`src/logic/adc_pkg.sv`:
```
// Shared constants and types for the converter sample packet control.
// Assumes a 32-bit APB register bus and a byte-wide channel network port.
package adc_pkg;

	// Geometry
	localparam int NUM_PINS  = 8;
	localparam int PIN_W     = 3;
	localparam int CODE_W    = 12;
	localparam int DEST_W    = 24;
	localparam int ADDR_W    = 8;
	localparam int IRQ_W     = 3;

	// Register byte offsets
	localparam logic [7:0] OFF_PIN0     = 8'h00;
	localparam logic [7:0] OFF_PIN_LAST = 8'h1C;
	localparam logic [7:0] OFF_GEN      = 8'h20;
	localparam logic [7:0] OFF_IRQ_STAT = 8'h24;
	localparam logic [7:0] OFF_IRQ_MASK = 8'h28;

	// Per-pin register fields
	localparam int PIN_EN_BIT   = 0;
	localparam int PIN_DEST_LSB = 8;

	// General control fields
	localparam int GEN_ON_BIT   = 0;
	localparam int GEN_CAL_BIT  = 1;
	localparam int SPP_LSB      = 8;
	localparam int SPP_W        = 8;
	localparam int WID_LSB      = 16;
	localparam int WID_W        = 2;
	localparam int LOST_BIT     = 24;

	// Reset values
	localparam logic [7:0] SPP_RST  = 8'h01;
	localparam logic [1:0] WID_RST  = 2'h1;
	localparam logic       LOST_RST = 1'b1;

	// Sample width codes
	localparam logic [1:0] WID_8   = 2'h0;
	localparam logic [1:0] WID_16  = 2'h1;
	localparam logic [1:0] WID_RSV = 2'h2;
	localparam logic [1:0] WID_32  = 2'h3;

	// Bytes sent per sample
	localparam logic [2:0] BYTES_8  = 3'h1;
	localparam logic [2:0] BYTES_16 = 3'h2;
	localparam logic [2:0] BYTES_32 = 3'h4;

	// Trigger pulses spent on calibration after enabling
	localparam logic [2:0] CAL_PULSES = 3'h6;

	// Interrupt status bit positions
	localparam int IRQ_DROP = 0;
	localparam int IRQ_PKT  = 1;
	localparam int IRQ_CAL  = 2;

	// Sender states, Gray coded along idle, data, terminate
	typedef enum logic [1:0] {
		ST_IDLE = 2'b00,
		ST_DATA = 2'b01,
		ST_TERM = 2'b11
	} tx_state_e;

	// Conversion result from the converter core
	typedef struct packed {
		logic [PIN_W-1:0]  pin;
		logic [CODE_W-1:0] code;
	} sample_s;

	// Token towards the channel network
	typedef struct packed {
		logic [DEST_W-1:0] dest;
		logic [7:0]        data;
		logic              last;
	} token_s;

endpackage

```
`src/logic/adc_sample_packet_control.sv`:
```
// Converter control: APB registers, calibration pulse count, sample packing
// and packet framing towards the on-chip channel network.
// Assumes the converter core returns one result per enabled pin per trigger
// and that the network side takes a token whenever tx_ready is high.
//
// Added by the designer: register access over APB.
`timescale 1ns/100ps

module adc_sample_packet_control
	import adc_pkg::*;
(
	input  wire logic                pclk,
	input  wire logic                presetn,
	input  wire logic                psel,
	input  wire logic                penable,
	input  wire logic                pwrite,
	input  wire logic [ADDR_W-1:0]   paddr,
	input  wire logic [31:0]         pwdata,
	output logic      [31:0]         prdata,
	output logic                     pready,
	output logic                     pslverr,
	input  wire logic                trigger,
	input  wire logic                sample_valid,
	input  wire sample_s             sample,
	output logic                     conv_on,
	output logic                     conv_cal_sel,
	output logic      [NUM_PINS-1:0] conv_pin_en,
	output logic                     tx_valid,
	input  wire logic                tx_ready,
	output token_s                   tx_token,
	output logic                     irq
);

	////////////////////////////////////////////////////////////////////////
	// Decode helpers

	// Address falls on one of the eight pin registers
	function automatic logic is_pin_addr(input logic [ADDR_W-1:0] a);
		return (a >= OFF_PIN0) && (a <= OFF_PIN_LAST) && (a[1:0] == 2'h0);
	endfunction

	// Address is any mapped register
	function automatic logic is_mapped(input logic [ADDR_W-1:0] a);
		return is_pin_addr(a) || (a == OFF_GEN) || (a == OFF_IRQ_STAT) || (a == OFF_IRQ_MASK);
	endfunction

	// Left-aligned word, first byte in the top lane
	function automatic logic [31:0] pack_word(input logic [CODE_W-1:0] c, input logic [1:0] w);
		logic [31:0] r;
		r = 32'h0;
		unique case (w)
			WID_8:   r = {c[CODE_W-1:4], 24'h000000};
			WID_16:  r = {c, 4'h0, 16'h0000};
			default: r = {c, 20'h00000};
		endcase
		return r;
	endfunction

	// Bytes on the wire for a width code
	function automatic logic [2:0] width_bytes(input logic [1:0] w);
		logic [2:0] r;
		r = BYTES_32;
		unique case (w)
			WID_8:   r = BYTES_8;
			WID_16:  r = BYTES_16;
			default: r = BYTES_32;
		endcase
		return r;
	endfunction

	// Lowest open pin, used when closing packets
	function automatic logic [PIN_W-1:0] first_pin(input logic [NUM_PINS-1:0] m);
		logic [PIN_W-1:0] r;
		r = '0;
		for (int i = NUM_PINS - 1; i >= 0; i--) begin
			if (m[i]) begin
				r = PIN_W'(i);
			end
		end
		return r;
	endfunction

	////////////////////////////////////////////////////////////////////////
	// Storage

	logic [DEST_W-1:0]   dest_reg [NUM_PINS];  // Destination per pin
	logic [NUM_PINS-1:0] pin_en_reg;           // Pin sampling enables
	logic                on_reg;               // Global enable
	logic                cal_reg;              // Reference input select
	logic [SPP_W-1:0]    spp_reg;              // Samples per packet
	logic [WID_W-1:0]    wid_reg;              // Sample width code
	logic                lost_reg;             // Sample dropped flag
	logic [IRQ_W-1:0]    irq_stat_reg;         // Sticky event bits
	logic [IRQ_W-1:0]    irq_mask_reg;         // Event enables
	logic [31:0]         prdata_reg;           // Read data, set in setup
	logic                pslverr_reg;          // Unmapped access flag
	logic [2:0]          cal_cnt_reg;          // Calibration pulses seen
	logic                deliver_reg;          // Results may be sent
	logic                hold_valid_reg;       // Result waiting to send
	sample_s             hold_reg;             // That result
	tx_state_e           state_reg;            // Sender state
	logic [PIN_W-1:0]    cur_pin_reg;          // Pin being sent
	logic [31:0]         word_reg;             // Bytes still to send
	logic [2:0]          left_reg;             // Byte count remaining
	logic [DEST_W-1:0]   tx_dest_reg;          // Destination on the wire
	logic [SPP_W-1:0]    cnt_reg [NUM_PINS];   // Samples in open packet
	logic [NUM_PINS-1:0] open_reg;             // Packet open per pin
	logic                close_req_reg;        // Close all open packets

	////////////////////////////////////////////////////////////////////////
	// Bus phase decode

	logic                setup;       // Setup cycle
	logic                access;      // Access cycle, transfer completes
	logic                wr_acc;      // Completing write
	logic                rd_acc;      // Completing read
	logic [PIN_W-1:0]    pin_idx;     // Pin register addressed
	logic                pin_wr;      // Accepted pin register write
	logic                gen_wr;      // General control write
	logic                take;        // Sender takes the held result
	logic                accept;      // Result is for delivery
	logic                drop;        // Result lost
	logic                data_done;   // Last byte of a sample taken
	logic                term_done;   // End token taken
	logic [SPP_W-1:0]    cnt_inc;     // Count after this sample
	logic                pkt_full;    // Packet reached its length

	assign setup   = psel && !penable;
	assign access  = psel && penable;
	assign wr_acc  = access && pwrite;
	assign rd_acc  = access && !pwrite;
	assign pin_idx = paddr[PIN_W+1:2];
	assign pin_wr  = wr_acc && is_pin_addr(paddr) && !on_reg;
	assign gen_wr  = wr_acc && (paddr == OFF_GEN);

	// Zero wait state: read data is staged in the setup cycle
	assign pready  = 1'b1;
	assign prdata  = prdata_reg;
	assign pslverr = pslverr_reg;

	////////////////////////////////////////////////////////////////////////
	// Per-pin control registers

	// eight pin registers at word spacing
	always_ff @(posedge pclk or negedge presetn) begin
		if (!presetn) begin
			for (int i = 0; i < NUM_PINS; i++) begin
				dest_reg[i] <= '0;
			end
			pin_en_reg <= '0;
		end else if (pin_wr) begin
			dest_reg[pin_idx] <= pwdata[PIN_DEST_LSB +: DEST_W];
			pin_en_reg[pin_idx] <= pwdata[PIN_EN_BIT];
		end
	end

	////////////////////////////////////////////////////////////////////////
	// General control register

	// A reserved width code would leave the sender without a format, so it is not stored
	always_ff @(posedge pclk or negedge presetn) begin
		if (!presetn) begin
			on_reg  <= 1'b0;
			cal_reg <= 1'b0;
			spp_reg <= SPP_RST;
			wid_reg <= WID_RST;
		end else if (gen_wr) begin
			on_reg  <= pwdata[GEN_ON_BIT];
			cal_reg <= pwdata[GEN_CAL_BIT];
			spp_reg <= pwdata[SPP_LSB +: SPP_W];
			if (pwdata[WID_LSB +: WID_W] != WID_RSV) begin
				wid_reg <= pwdata[WID_LSB +: WID_W];
			end
		end
	end

	// set wins; only a bit that was read is cleared
	always_ff @(posedge pclk or negedge presetn) begin
		if (!presetn) begin
			lost_reg <= LOST_RST;
		end else if (drop) begin
			lost_reg <= 1'b1;
		end else if (rd_acc && (paddr == OFF_GEN) && prdata_reg[LOST_BIT]) begin
			lost_reg <= 1'b0;
		end
	end

	////////////////////////////////////////////////////////////////////////
	// Interrupt status and mask

	// Write one to clear; a new event in the same cycle stays set
	always_ff @(posedge pclk or negedge presetn) begin
		if (!presetn) begin
			irq_stat_reg <= '0;
			irq_mask_reg <= '0;
		end else begin
			irq_stat_reg <= (irq_stat_reg & ~((wr_acc && (paddr == OFF_IRQ_STAT)) ? pwdata[IRQ_W-1:0] : '0))
			              | {(cal_cnt_reg == CAL_PULSES - 3'h1) && on_reg && trigger, term_done, drop};
			if (wr_acc && (paddr == OFF_IRQ_MASK)) begin
				irq_mask_reg <= pwdata[IRQ_W-1:0];
			end
		end
	end

	assign irq = |(irq_stat_reg & irq_mask_reg);

	////////////////////////////////////////////////////////////////////////
	// Read data and error staging

	// Read data is captured in setup so it comes straight from a flop
	always_ff @(posedge pclk or negedge presetn) begin
		if (!presetn) begin
			prdata_reg  <= '0;
			pslverr_reg <= 1'b0;
		end else if (setup) begin
			pslverr_reg <= !is_mapped(paddr);
			prdata_reg  <= '0;
			if (is_pin_addr(paddr)) begin
				prdata_reg[PIN_DEST_LSB +: DEST_W] <= dest_reg[pin_idx];
				prdata_reg[PIN_EN_BIT]             <= pin_en_reg[pin_idx];
			end else if (paddr == OFF_GEN) begin
				prdata_reg[GEN_ON_BIT]           <= on_reg;
				prdata_reg[GEN_CAL_BIT]          <= cal_reg;
				prdata_reg[SPP_LSB +: SPP_W]     <= spp_reg;
				prdata_reg[WID_LSB +: WID_W]     <= wid_reg;
				prdata_reg[LOST_BIT]             <= lost_reg;
			end else if (paddr == OFF_IRQ_STAT) begin
				prdata_reg[IRQ_W-1:0] <= irq_stat_reg;
			end else if (paddr == OFF_IRQ_MASK) begin
				prdata_reg[IRQ_W-1:0] <= irq_mask_reg;
			end
		end
	end

	////////////////////////////////////////////////////////////////////////
	// Calibration pulse counting

	// count restarts whenever the converter is off
	always_ff @(posedge pclk or negedge presetn) begin
		if (!presetn) begin
			cal_cnt_reg <= '0;
			deliver_reg <= 1'b0;
		end else if (!on_reg) begin
			cal_cnt_reg <= '0;
			deliver_reg <= 1'b0;
		end else if (trigger) begin
			if (cal_cnt_reg != CAL_PULSES) begin
				cal_cnt_reg <= cal_cnt_reg + 3'h1;
			end else begin
				deliver_reg <= 1'b1;
			end
		end
	end

	////////////////////////////////////////////////////////////////////////
	// Result holding register

	assign accept = sample_valid && deliver_reg && pin_en_reg[sample.pin];
	assign take   = (state_reg == ST_IDLE) && hold_valid_reg && !(close_req_reg && (open_reg != '0));
	// result lost over an unsent one
	assign drop   = accept && hold_valid_reg && !take;

	// One result deep: the converter cannot be stalled, so overrun is flagged
	always_ff @(posedge pclk or negedge presetn) begin
		if (!presetn) begin
			hold_valid_reg <= 1'b0;
			hold_reg       <= '0;
		end else if (accept && !drop) begin
			hold_valid_reg <= 1'b1;
			hold_reg       <= sample;
		end else if (take) begin
			hold_valid_reg <= 1'b0;
		end
	end

	////////////////////////////////////////////////////////////////////////
	// Packet framing per pin

	assign data_done = (state_reg == ST_DATA) && tx_ready && (left_reg == 3'h1);
	assign term_done = (state_reg == ST_TERM) && tx_ready;
	assign cnt_inc   = cnt_reg[cur_pin_reg] + SPP_W'(1);
	// packet ends after the set count
	assign pkt_full  = (spp_reg != '0) && (cnt_inc == spp_reg);

	// Counts and open flags follow the sender
	always_ff @(posedge pclk or negedge presetn) begin
		if (!presetn) begin
			for (int i = 0; i < NUM_PINS; i++) begin
				cnt_reg[i] <= '0;
			end
			open_reg <= '0;
		end else if (term_done) begin
			cnt_reg[cur_pin_reg]  <= '0;
			open_reg[cur_pin_reg] <= 1'b0;
		end else if (data_done) begin
			cnt_reg[cur_pin_reg]  <= cnt_inc;
			open_reg[cur_pin_reg] <= 1'b1;
		end
	end

	// any access to a mapped register ends open packets when length is zero
	always_ff @(posedge pclk or negedge presetn) begin
		if (!presetn) begin
			close_req_reg <= 1'b0;
		end else if (access && is_mapped(paddr) && (spp_reg == '0)) begin
			close_req_reg <= 1'b1;
		end else if ((state_reg == ST_IDLE) && (open_reg == '0)) begin
			close_req_reg <= 1'b0;
		end
	end

	////////////////////////////////////////////////////////////////////////
	// Sender state machine

	// Closing takes priority so a stale packet ends before new data
	always_ff @(posedge pclk or negedge presetn) begin
		if (!presetn) begin
			state_reg   <= ST_IDLE;
			cur_pin_reg <= '0;
			word_reg    <= '0;
			left_reg    <= '0;
			tx_dest_reg <= '0;
		end else begin
			unique case (state_reg)
				ST_IDLE: begin
					if (close_req_reg && (open_reg != '0)) begin
						cur_pin_reg <= first_pin(open_reg);
						tx_dest_reg <= dest_reg[first_pin(open_reg)];
						word_reg    <= '0;
						state_reg   <= ST_TERM;
					end else if (take) begin
						cur_pin_reg <= hold_reg.pin;
						tx_dest_reg <= dest_reg[hold_reg.pin];
						word_reg    <= pack_word(hold_reg.code, wid_reg);
						left_reg    <= width_bytes(wid_reg);
						state_reg   <= ST_DATA;
					end
				end
				ST_DATA: begin
					if (tx_ready) begin
						word_reg <= {word_reg[23:0], 8'h00};
						left_reg <= left_reg - 3'h1;
						if (left_reg == 3'h1) begin
							state_reg <= pkt_full ? ST_TERM : ST_IDLE;
						end
					end
				end
				ST_TERM: begin
					if (tx_ready) begin
						state_reg <= ST_IDLE;
					end
				end
				default: begin
					state_reg <= ST_IDLE;
				end
			endcase
		end
	end

	////////////////////////////////////////////////////////////////////////
	// Outputs

	assign tx_valid      = (state_reg != ST_IDLE);
	assign tx_token.dest = tx_dest_reg;
	assign tx_token.data = word_reg[31:24];
	assign tx_token.last = (state_reg == ST_TERM);
	assign conv_on       = on_reg;
	assign conv_cal_sel  = cal_reg;
	assign conv_pin_en   = pin_en_reg;

endmodule

```
`config.mk`:
```
export PLATFORM = sky130hd
export DESIGN_NAME = adc_sample_packet_control
export DESIGN_NICKNAME = d
export VERILOG_FILES = /design/src/logic/adc_pkg.sv /design/src/logic/adc_sample_packet_control.sv
export SDC_FILE = /design/constraint.sdc
export NUM_CORES = 1
export LEC_CHECK = 0
export BUFFER_PORTS_ARGS = -buffer_cell sky130_fd_sc_hd__buf_2
export CAP_MARGIN = 20
export CORE_MARGIN = 10
export CORE_UTILIZATION = 48
export DETAILED_ROUTE_END_ITERATION = 10
export PLACE_DENSITY_LB_ADDON = 0.2
export SLEW_MARGIN = 20
export SYNTH_ARGS = -nofsm -noshare
export SYNTH_HDL_FRONTEND = slang
export SYNTH_SLANG_ARGS = --single-unit
```
`constraint.sdc`:
```
create_clock -name pclk -period 2.9 [get_ports pclk]
set_input_delay 0.145 -clock pclk [delete_from_list [all_inputs] [get_ports pclk]]
set_output_delay 0.145 -clock pclk [all_outputs]
set_load 0.01 [all_outputs]
```
==> flow_summary_export.csv, run 1 <==
group,metric,value,unit
status,status,"finished clean",
worst_hold_path,hold_path_depth,3,
floorplanning,core,0.0420,mm²
detailed_routing,firstDrtPassIters,5,
clocking,cts_tree,"done",
worst_hold_path,hold_class,"in2reg",
synthesis,yosys_warnings,0,
placement,port_buffers,130,
detailed_routing,drtIter0Drc,1061,
floorplanning,die-area,0.0512,mm²
timing,period_minus_slack,2.85,ns
timing,worst_slew_pin_slew,0.913,ns
job,maxCapViolCount,0,
grt,grt_usage,22.7,%
grt,grt_max_degree,81,
synthesis,ys.flop_type,"dfrtp_1",
clocking,insertion_delay,0.58,ns
power,swShare,27.5,%
clocking,cts.sinks,384,
worst_setup_path,required,3.37,ns
worst_setup_path,startpoint,"cur_pin_reg[0]",
power,internal_power,10200,µW
power,p_clk_share,41.6,%
synthesis,synth-seq-cells,384,
power,power_density,581,mW/mm²
timing,maxSlewViolCount,0,
worst_setup_path,worstPathArrival,3.32,ns
detailed_routing,vias,14600,
worst_setup_path,timing.rr.end,"state_reg[0]",
grt,overflow,0,
detailed_routing,finalWirelength,57600,µm
floorplanning,fp.dieH,226,µm
synthesis,synth_top_cell_area_share,46.7,%
clocking,cts_root_buffer,"clkbuf_16",
placement,dp_hpwl,36700,µm
worst_hold_path,hp-start,"pwdata[16]",
finish,diodes,0,
synthesis,yosysUniqueCellTypes,65,
finish,nFillCells,3527,
placement,dpl.cell_count,2290,
worst_setup_path,endpoint_kind,"flip-flop",
synthesis,yosys-top-cells-area,"dfrtp_1 (47%), mux2_2 (15%), mux4_2 (11%), mux2i_1 (6.5%), nand2_1 (3.6%)",
clocking,htreeDepth,2,
power,pwr-share-seq,42.4,%
worst_setup_path,timing.rr.start,"cur_pin_reg[0]",
floorplanning,fp.dieW,226,µm
detailed_routing,drt-wirelength-per-cell,23.8,µm
grt,grt_pass1_wl,90200,µm
worst_setup_path,path_class,"reg2reg",
floorplanning,rows,75,
finish,drive_above_1_share,37.5,%
power,p_leak,0.0110,µW
finish,instances_no_fill,2416,
worst_hold_path,hold_end,"dest_reg[80]",
worst_setup_path,crit_fanout,10,
power,ir_worst_vdd,405,µV
power,total_power,14000,µW
detailed_routing,avgViaCountPerCell,6.03,
synthesis,ys_seq_area_share,47.1,%
worst_setup_path,cp-start-kind,"flip-flop",
power,p_sw,3850,µW
grt,antenna_found_initial,2,
placement,gp_congestion,0.864,
timing,worst_slack,0.0520,ns
synthesis,syn_area,0.0204,mm²
timing,finalSetupViolCount,0,
timing,rsz0062_at_grt,"true",
clocking,clk_path_buf_depth,3,
synthesis,netlist_instances,1661,
finish,area_growth,18.1,%
detailed_routing,ant_nets,0,
worst_setup_path,rr_worst_depth,8,
synthesis,synth_edf_count,0,
timing,fin_worst_skew,0.0153,ns
clocking,clk_pin_slew,0.06,ns
clocking,cts_buffers,44,
floorplanning,start_util,48.6,%
timing,fmax,0.351,GHz
synthesis,async_flop_share,100,%
timing,finalHoldViolations,0,
placement,dp_slack,-0.0217,ns
grt,grt_pass1_vias,15200,
power,comb_power_share,16.0,%
synthesis,syn_avg_cell_area,12.3,µm²
detailed_routing,drc,0,
worst_setup_path,r2r_setup_slack,0.05,ns
timing,timing.final.crit_share,98.2,%
timing,relSlewSlack,39.0,%
finish,final_net_count,1914,
finish,largest_reg_flops,192,
synthesis,synth.largest_area_cell,"dfrtp_1",
floorplanning,ios,142,
worst max-delay path: stages (launching register included):
cell and delay, ns:
dfrtp_2 0.45, buf_4 0.21, mux4_1 0.36, mux2i_2 0.08
or4_4 0.57, nor3b_4 0.24, nand2_2 0.10, xnor3_1 0.36
a311o_1 0.35
cell usage after synthesis, drive strengths merged, types with 2 or more instances:
cell type	instances
nand3	20
a21oi	31
and2	3
o211ai	2
o221ai	25
mux2i	134
o31ai	4
a32o	2
a211oi	2
nor2b	14
nor2	82
or2	2
o22ai	28
inv	18
conb	2
dfstp	3
nor4	5
a221oi	6
mux2	278
dfrtp	381
nand2b	10
nand4	2
nand4b	2
o21ai	83
mux4	108
buf	41
xnor2	13
nand3b	5
or4	5
nor3	8
a31oi	25
and3	3
ha	6
a21o	3
nand2	199
clkbuf	87
xnor3	2
xor2	3
cell families after synthesis:
kind of cell	after synthesis	share of synthesized area, %
muxes	520	33.9
DFF	384	47.1
xor gates and xnor gates	18	0.907
buffers and inverters	147	3.16
AOI/OAI and AO/OA	220	6.66
other	2	0.0368
and+or+nand+nor	364	7.84
adders and majority gates	6	0.368
final cells by class:
| cell class | instances | area, µm² | area share [%] |
|---|---|---|---|
| clock inverters | 14 | 206 | 0.856 |
| clock buffers | 64 | 1310 | 5.42 |
| repair buffers | 262 | 1980 | 8.19 |
| well taps | 539 | 674 | 2.80 |
| inverters | 19 | 76.3 | 0.317 |
| multi-input cells | 1134 | 10300 | 42.5 |
| flip-flops and latches | 384 | 9620 | 39.9 |
layout by cell type, fill, tap and decap left out, types with 3 or more instances in the layout:
cell	Yosys	routed
inv_1	18	16
clkinv_2	0	6
a21o_1	3	3
a221oi_1	6	6
clkbuf_8	0	11
nor2_1	81	78
xor2_1	3	3
o31ai_1	4	3
a21oi_1	31	29
nand3_1	20	18
o21ai_0	83	82
nand2_1	198	197
nor4_1	5	4
mux2_2	276	276
buf_2	14	128
dfrtp_1	381	378
clkbuf_16	0	45
mux4_1	4	4
a31oi_1	25	25
nand3b_1	5	5
ha_1	6	5
nor2_2	1	3
and3_1	3	3
bufinv_16	0	5
conb_1	2	6
dfstp_2	3	3
nand2b_1	10	8
xnor2_1	13	13
nor3_1	7	7
buf_4	15	69
dlygate4sd3_1	0	47
mux2i_1	132	132
o221ai_1	25	25
o22ai_1	28	28
or4_1	4	3
buf_12	0	16
mux4_2	104	104
clkbuf_1	87	8
nor2b_1	13	13
power by group through the flow:
stage                     registers, µW  logic [µW]  clock network (µW)
after floorplan                    6000        1250                   0
after global placement             6030        2150                   0
after detailed placement           6040        2180                   0
after CTS                          5950        2250                5950
after global routing               5980        2470                6160
final                              5950        2240                5830
metal layers:
layer	part of all wire, %	track usage, %
met1	43	30.2
met2	48	37.5
met3	5.7	3.67
met4	2.5	6.88
met5	0.023	0
timing repair:
| item | 4_1_cts | 5_1_grt |
|---|---|---|
| pin swaps | 0 | 5 |
| hold endpoints to repair | 284 | 0 |
| setup buffers | 0 | 1 |
| gates resized for setup | 2 | 5 |
| endpoints found under the setup margin | 2 | 18 |
| hold buffers | 47 | 0 |
how the worst max path moves through the flow:
stage	endpoint	slack (ns)	cells after the start
final	state_reg[0]	0.05	8
after global routing	state_reg[1]	-0.06	12
after CTS	state_reg[0]	0.003	8
after detailed placement	state_reg[1]	-0.02	12
after global placement	state_reg[1]	0.01	12
after floorplan	state_reg[1]	0.007	13
per-stage QoR:
stage	hold WS, ns	TNS [ns]	instance area, µm²	utilization (%)
2_1_floorplan	-0.151	0	20400	-
3_3_place_gp	0.196	0	22100	52.6
3_5_place_dp	0.194	-0.0349	22100	52.6
4_1_cts	0.0354	0	24100	57.3
5_1_grt	0.0664	-0.270	24100	57.4
6_report	0.0740	0	24100	57.4
Note: power is estimated with default switching activity, not from simulation.
==> inputs of run 2 (changes only) <==
ABC_AREA = 1   (was default)
GPL_ROUTABILITY_DRIVEN = 1   (was default)
REMOVE_ABC_BUFFERS = 1   (was default)
==> flow_summary_export.csv, run 2 <==
group,metric,value,unit
clocking,cts.sinks,384,
timing,rsz0062_at_grt,"false",
finish,layout_common_cells,"nand2_1 (626), o21ai_0 (527), dfrtp_1 (380)",
floorplanning,ios,142,
grt,grt_max_degree,110,
job,maxCapViolCount,0,
finish,utilization,56.0,%
synthesis,synthTopCellsByCount,"nand2_1 (627), o21ai_0 (527), dfrtp_1 (381)",
placement,gp_congestion,0.897,
clocking,clk_pin_slew,0.06,ns
floorplanning,die-area,0.0509,mm²
timing,timing.final.crit_share,87.8,%
synthesis,async_flop_share,100,%
timing,maxSlewViolCount,0,
grt,overflow,0,
detailed_routing,firstDrtPassIters,6,
clocking,htreeDepth,2,
status,status,"finished clean",
finish,final_net_count,2831,
synthesis,yosys_warnings,0,
timing,worst_slack,0.353,ns
synthesis,yosys-top-cells-area,"dfrtp_1 (47%), o21ai_0 (13%), nand2_1 (12%), nor2_1 (4.0%), inv_1 (3.7%)",
power,p_sw,6650,µW
synthesis,syn_avg_cell_area,7.69,µm²
detailed_routing,drc,0,
placement,dp_hpwl,42000,µm
placement,dpl_cell_area,0.0216,mm²
power,comb_power_share,34.0,%
floorplanning,rows,75,
clocking,cts_tree,"done",
synthesis,synthMostInstantiatedCell,"nand2_1",
timing,worst_slew_pin_slew,0.925,ns
power,pwr-share-seq,35.9,%
timing,finalSetupViolCount,0,
worst_setup_path,crit_fanout,9,
worst_setup_path,critPathSlowestCell,"dfrtp_1",
placement,dp_slack,0.386,ns
synthesis,synth_edf_count,0,
floorplanning,core,0.0419,mm²
floorplanning,fp.dieH,226,µm
finish,final_common_cell,"nand2_1",
synthesis,synth.largest_area_cell,"dfrtp_1",
worst_setup_path,cp-start-kind,"flip-flop",
worst_setup_path,cpPeakStageDelay,0.56,ns
finish,area_growth,15.5,%
finish,largest_reg_flops,192,
timing,finalHoldViolations,0,
grt,grt_usage,26.4,%
clocking,insertion_delay,0.59,ns
power,swShare,37.9,%
clocking,clk_path_buf_depth,3,
power,ir_worst_vdd,480,µV
power,p_clk_share,30.1,%
synthesis,netlist_instances,2640,
synthesis,ys_seq_area_share,47.3,%
detailed_routing,finalWirelength,67700,µm
worst_setup_path,cp_num_buf_inv,2,
finish,finalInstanceArea,0.0235,mm²
timing,fmax,0.393,GHz
detailed_routing,avgViaCountPerCell,5.92,
power,total_power,17500,µW
timing,fin_worst_skew,0.0277,ns
floorplanning,fp.dieW,226,µm
synthesis,yosysUniqueCellTypes,46,
floorplanning,start_util,48.5,%
worst_hold_path,hold_class,"in2reg",
worst_setup_path,worstPathArrival,3.06,ns
grt,grt_pass1_vias,18900,
worst_setup_path,crit_top_cell,"nand2_1",
clocking,cts_buffers,43,
timing,period_minus_slack,2.55,ns
finish,drive_above_1_share,12.2,%
placement,port_buffers,130,
finish,instances_no_fill,3334,
detailed_routing,drtIter0Drc,2338,
power,p_leak,0.0110,µW
detailed_routing,ant_nets,0,
synthesis,synth_top_cell_area_share,47.0,%
worst_setup_path,endpoint_kind,"flip-flop",
clocking,cts_root_buffer,"clkbuf_16",
synthesis,ys.flop_type,"dfrtp_1",
worst_setup_path,path_cells,"inv_1 -> nor2_1 -> nand3_1 -> nand2_1 -> inv_2 -> nand2_4 -> ha_1 -> xnor2_1 -> nand2_1 -> nor2_1 -> nand3_1 -> nor2_1 -> nand2_1 -> nor2_1 -> nand2_1 -> nand2_1 -> nand2_1 -> nand2_1",
placement,dpl.cell_count,3209,
power,power_density,747,mW/mm²
synthesis,syn_area,0.0203,mm²
grt,grt_pass1_wl,106000,µm
worst_setup_path,crit_family,"simple AND/OR/NAND/NOR gates",
synthesis,synth-seq-cells,384,
power,internal_power,10900,µW
worst_setup_path,required,3.41,ns
detailed_routing,drt-wirelength-per-cell,20.3,µm
clocking,cts_setup_buffers,0,
grt,antenna_found_initial,3,
detailed_routing,vias,19700,
worst_setup_path,path_class,"reg2reg",
timing,relSlewSlack,38.3,%
==> run 2: cell type report <==
type                       instances  area, µm²
clock inverter                    13        109
sequential                       384       9610
multi-input combinational       1861       9130
inverter                         215        807
fill                            3908      18400
antenna                            1       2.50
timing repair buffer             257       1880
clock buffer                      64       1240
tap                              539        674
==> run 2: path summary, 6_finish.rpt <==
| path | startpoint | end | slack [ns] | cells after the start |
|---|---|---|---|---|
| max | cur_pin_reg[2] | state_reg[0] | 0.35 | 18 |
| min | sample[12] | hold_reg[12] | 0.02 | 3 |
| max reg2reg | cur_pin_reg[2] | state_reg[0] | 0.35 | 18 |
| min reg2reg | cnt_reg[3] | cnt_reg[3] | 0.48 | 2 |
| max in group asynchronous | presetn | wid_reg[0] | 1.70 | 3 |
| min in group asynchronous | presetn | cnt_reg[40] | 0.24 | 2 |
==> run 2: power groups by stage <==
stage | logic, µW | registers (µW) | clock network [µW]
3_3_place_gp | 5730 | 6360 | 0
3_5_place_dp | 5830 | 6380 | 0
2_1_floorplan | 3560 | 6430 | 0
4_1_cts | 5910 | 6290 | 5360
5_1_grt | 6700 | 6370 | 5570
6_report | 5960 | 6300 | 5270
==> run 2: cell families (layout without fill, tap and decap cells) <==
logic type / Yosys count / in the layout / share of synthesized area, %
buffers and inverters: 399 / 549 / 7.84
XOR/XNOR: 1 / 1 / 0.0431
AND/OR/NAND/NOR: 966 / 966 / 19.2
AO/OA/AOI/OAI: 863 / 863 / 24.1
flip-flops: 384 / 384 / 47.3
multiplexers: 19 / 19 / 1.04
adder cells (fa/ha/maj): 6 / 6 / 0.370
other: 2 / 7 / 0.0370
==> run 2: layer usage <==
layer | up-vias | wire [µm] | track usage (%)
met5 | - | 27 | 0
met4 | 4 | 2860 | 11.3
met2 | 1090 | 30900 | 42.1
li1 | 9164 | - | -
met1 | 9245 | 27700 | 34.8
met3 | 231 | 6240 | 4.53
==> run 2: timing repair <==
item | CTS | global route
resized for setup | 0 | 0
hold endpoints to repair | 262 | 0
hold buffers | 47 | 0
==> run 2: worst reg2reg max path: stages (launching register included) <==
cell	delay, ns
dfrtp_1	0.56
inv_1	0.10
nor2_1	0.25
nand3_1	0.11
nand2_1	0.13
inv_2	0.06
nand2_4	0.08
ha_1	0.26
xnor2_1	0.17
nand2_1	0.07
nor2_1	0.11
nand3_1	0.08
nor2_1	0.10
nand2_1	0.05
nor2_1	0.08
nand2_1	0.10
nand2_1	0.08
nand2_1	0.05
nand2_1	0.05
==> run 2: per-stage QoR <==
| step | TNS, ns | hold WS [ns] |
|---|---|---|
| final | 0 | 0.0182 |
| after global routing | 0 | 0.0558 |
| after CTS | 0 | 0.00457 |
| after detailed placement | 0 | 0.302 |
| after global placement | 0 | 0.292 |
| after floorplan | -39.87 | -0.151 |
==> inputs of run 3 (changes only) <==
ABC_AREA = default   (was 1)
==> flow_summary_export.csv, run 3 (synthesized netlist as in run 1, its figures left out) <==
group,metric,value,unit
grt,grt_usage,22.1,%
floorplanning,core,0.0420,mm²
worst_hold_path,hold_end,"dest_reg[128]",
finish,largest_reg_flops,192,
floorplanning,fp.dieH,226,µm
finish,instances_no_fill,2419,
placement,dp_slack,-0.0104,ns
worst_setup_path,rr_worst_depth,10,
timing,period_minus_slack,2.80,ns
worst_setup_path,path_class,"reg2reg",
timing,fmax,0.357,GHz
floorplanning,fp.dieW,226,µm
detailed_routing,vias,14500,
worst_hold_path,hold_class,"in2reg",
placement,port_buffers,130,
worst_setup_path,endpoint_kind,"flip-flop",
placement,dp_hpwl,35800,µm
detailed_routing,drc,0,
finish,final_net_count,1913,
grt,grt_max_degree,74,
clocking,htreeDepth,2,
timing,worst_slack,0.0960,ns
placement,dpl.cell_count,2290,
worst_hold_path,hp-start,"pwdata[16]",
finish,layout_common_cells,"dfrtp_1 (379), mux2_2 (276), nand2_1 (197)",
worst_setup_path,crit_fanout,19,
floorplanning,start_util,48.6,%
grt,grt_pass1_vias,15200,
floorplanning,rows,75,
worst_setup_path,timing.rr.start,"cur_pin_reg[0]",
power,power_density,582,mW/mm²
timing,fin_worst_skew,0.0135,ns
grt,grt_pass1_wl,88400,µm
status,status,"finished clean",
worst_setup_path,timing.rr.end,"state_reg[0]",
clocking,cts.sinks,384,
clocking,clk_path_buf_depth,3,
clocking,cts_root_buffer,"clkbuf_16",
worst_hold_path,hold_path_depth,3,
timing,finalHoldViolations,0,
clocking,clk_pin_slew,0.06,ns
timing,maxSlewViolCount,0,
power,p_leak,0.0110,µW
detailed_routing,drtIter0Drc,1146,
timing,relSlewSlack,52.6,%
timing,rsz0062_at_grt,"false",
finish,nFillCells,3516,
timing,finalSetupViolCount,0,
floorplanning,die-area,0.0512,mm²
detailed_routing,finalWirelength,56000,µm
detailed_routing,firstDrtPassIters,5,
clocking,insertion_delay,0.57,ns
finish,drive_above_1_share,37.4,%
floorplanning,ios,142,
finish,final_common_cell,"dfrtp_1",
timing,timing.final.crit_share,96.7,%
detailed_routing,avgViaCountPerCell,5.99,
job,maxCapViolCount,0,
placement,gp_congestion,0.863,
grt,overflow,0,
detailed_routing,drt-wirelength-per-cell,23.1,µm
clocking,cts_tree,"done",
finish,area_growth,18.1,%
finish,utilization,57.4,%
detailed_routing,ant_nets,0,
worst_setup_path,worstPathArrival,3.25,ns
power,ir_worst_vdd,544,µV
timing,worst_slew_pin_slew,0.706,ns
worst_setup_path,cp-start-kind,"flip-flop",
worst_setup_path,r2r_setup_slack,0.1,ns
clocking,cts_buffers,44,
grt,antenna_found_initial,2,
worst_setup_path,required,3.35,ns
[run 3: changes by cell type in the layout (fill, tap and decap cells not counted), moves of 40 or more]
| cell | change |
|---|---|
| nand3_1 | -50 |
| mux2_2 | +260 |
| mux4_2 | +104 |
| o21ai_0 | -445 |
| mux2i_1 | +129 |
| nand2_1 | -429 |
| o211ai_1 | -49 |
| a21oi_1 | -40 |
| nor2_1 | -136 |
| inv_1 | -182 |
[run 3: cell type report]
type / instances / area (µm²) / area share [%]
multi-input combinational: 1134 / 10200 / 42.5
tap: 539 / 674 / 2.80
clock buffer: 66 / 1340 / 5.54
sequential: 384 / 9620 / 39.9
antenna: 1 / 2.50 / 0.0104
inverter: 19 / 76.3 / 0.317
timing repair buffer: 261 / 1950 / 8.08
clock inverter: 15 / 219 / 0.908
[run 3: routing by layer]
| layer | vias to the layer above | global-route usage, % | wire length [µm] |
|---|---|---|---|
| met5 | - | 0 | 13 |
| met4 | 2 | 7.57 | 1540 |
| met3 | 103 | 3.54 | 3070 |
| met2 | 445 | 36.9 | 27200 |
| met1 | 7456 | 28.8 | 24200 |
| li1 | 6493 | - | - |
[run 3: worst max-delay path, stage by stage, from the launching register on]
cell and delay [ns]:
dfrtp_1 0.39, buf_4 0.16, buf_12 0.16, mux4_1 0.36, mux2i_2 0.08, or4_4 0.58, nor3b_4 0.23, buf_4 0.15
xnor2_1 0.08, and4_4 0.19, a311o_1 0.30
[run 3: report_power, final]
part | switching [µW] | internal [µW]
combinational | 1280 | 902
sequential | 272 | 5670
clock | 2280 | 3630
[run 3: worst max-delay path by stage]
stage | start | endpoint | slack, ns | cells after the start
finish | cur_pin_reg[0] | state_reg[0] | 0.1 | 10
global route | cur_pin_reg[0] | state_reg[1] | 0.01 | 14
CTS | cur_pin_reg[0] | cnt_reg[21] | 0.002 | 10
detailed placement | cur_pin_reg[0] | cnt_reg[20] | -0.01 | 13
global placement | cur_pin_reg[0] | cnt_reg[36] | 0.02 | 11
floorplan | flip-flop | tx_dest_reg[0] | -5.69 | 8
[run 3: metrics by stage]
step                      instance area (µm²)  hold slack (ns)  power [µW]  setup TNS (ns)
after floorplan                         19900           -0.151        7120         -151.39
after global placement                  22100           0.0919        8100               0
after detailed placement                22100            0.100        8140         -0.0222
after CTS                               24100           0.0375       14100               0
after global routing                    24100           0.0678       14600               0
final                                   24100           0.0755       14000               0
[run 3: timing repair]
action / in CTS / in global routing
gates resized for setup: 1 / 6
pin swaps: 1 / 5
buffers inserted: 0 / 0
endpoints found under the hold margin: 538 / 0
endpoints found under the setup margin: 5 / 17
hold buffers: 46 / 0
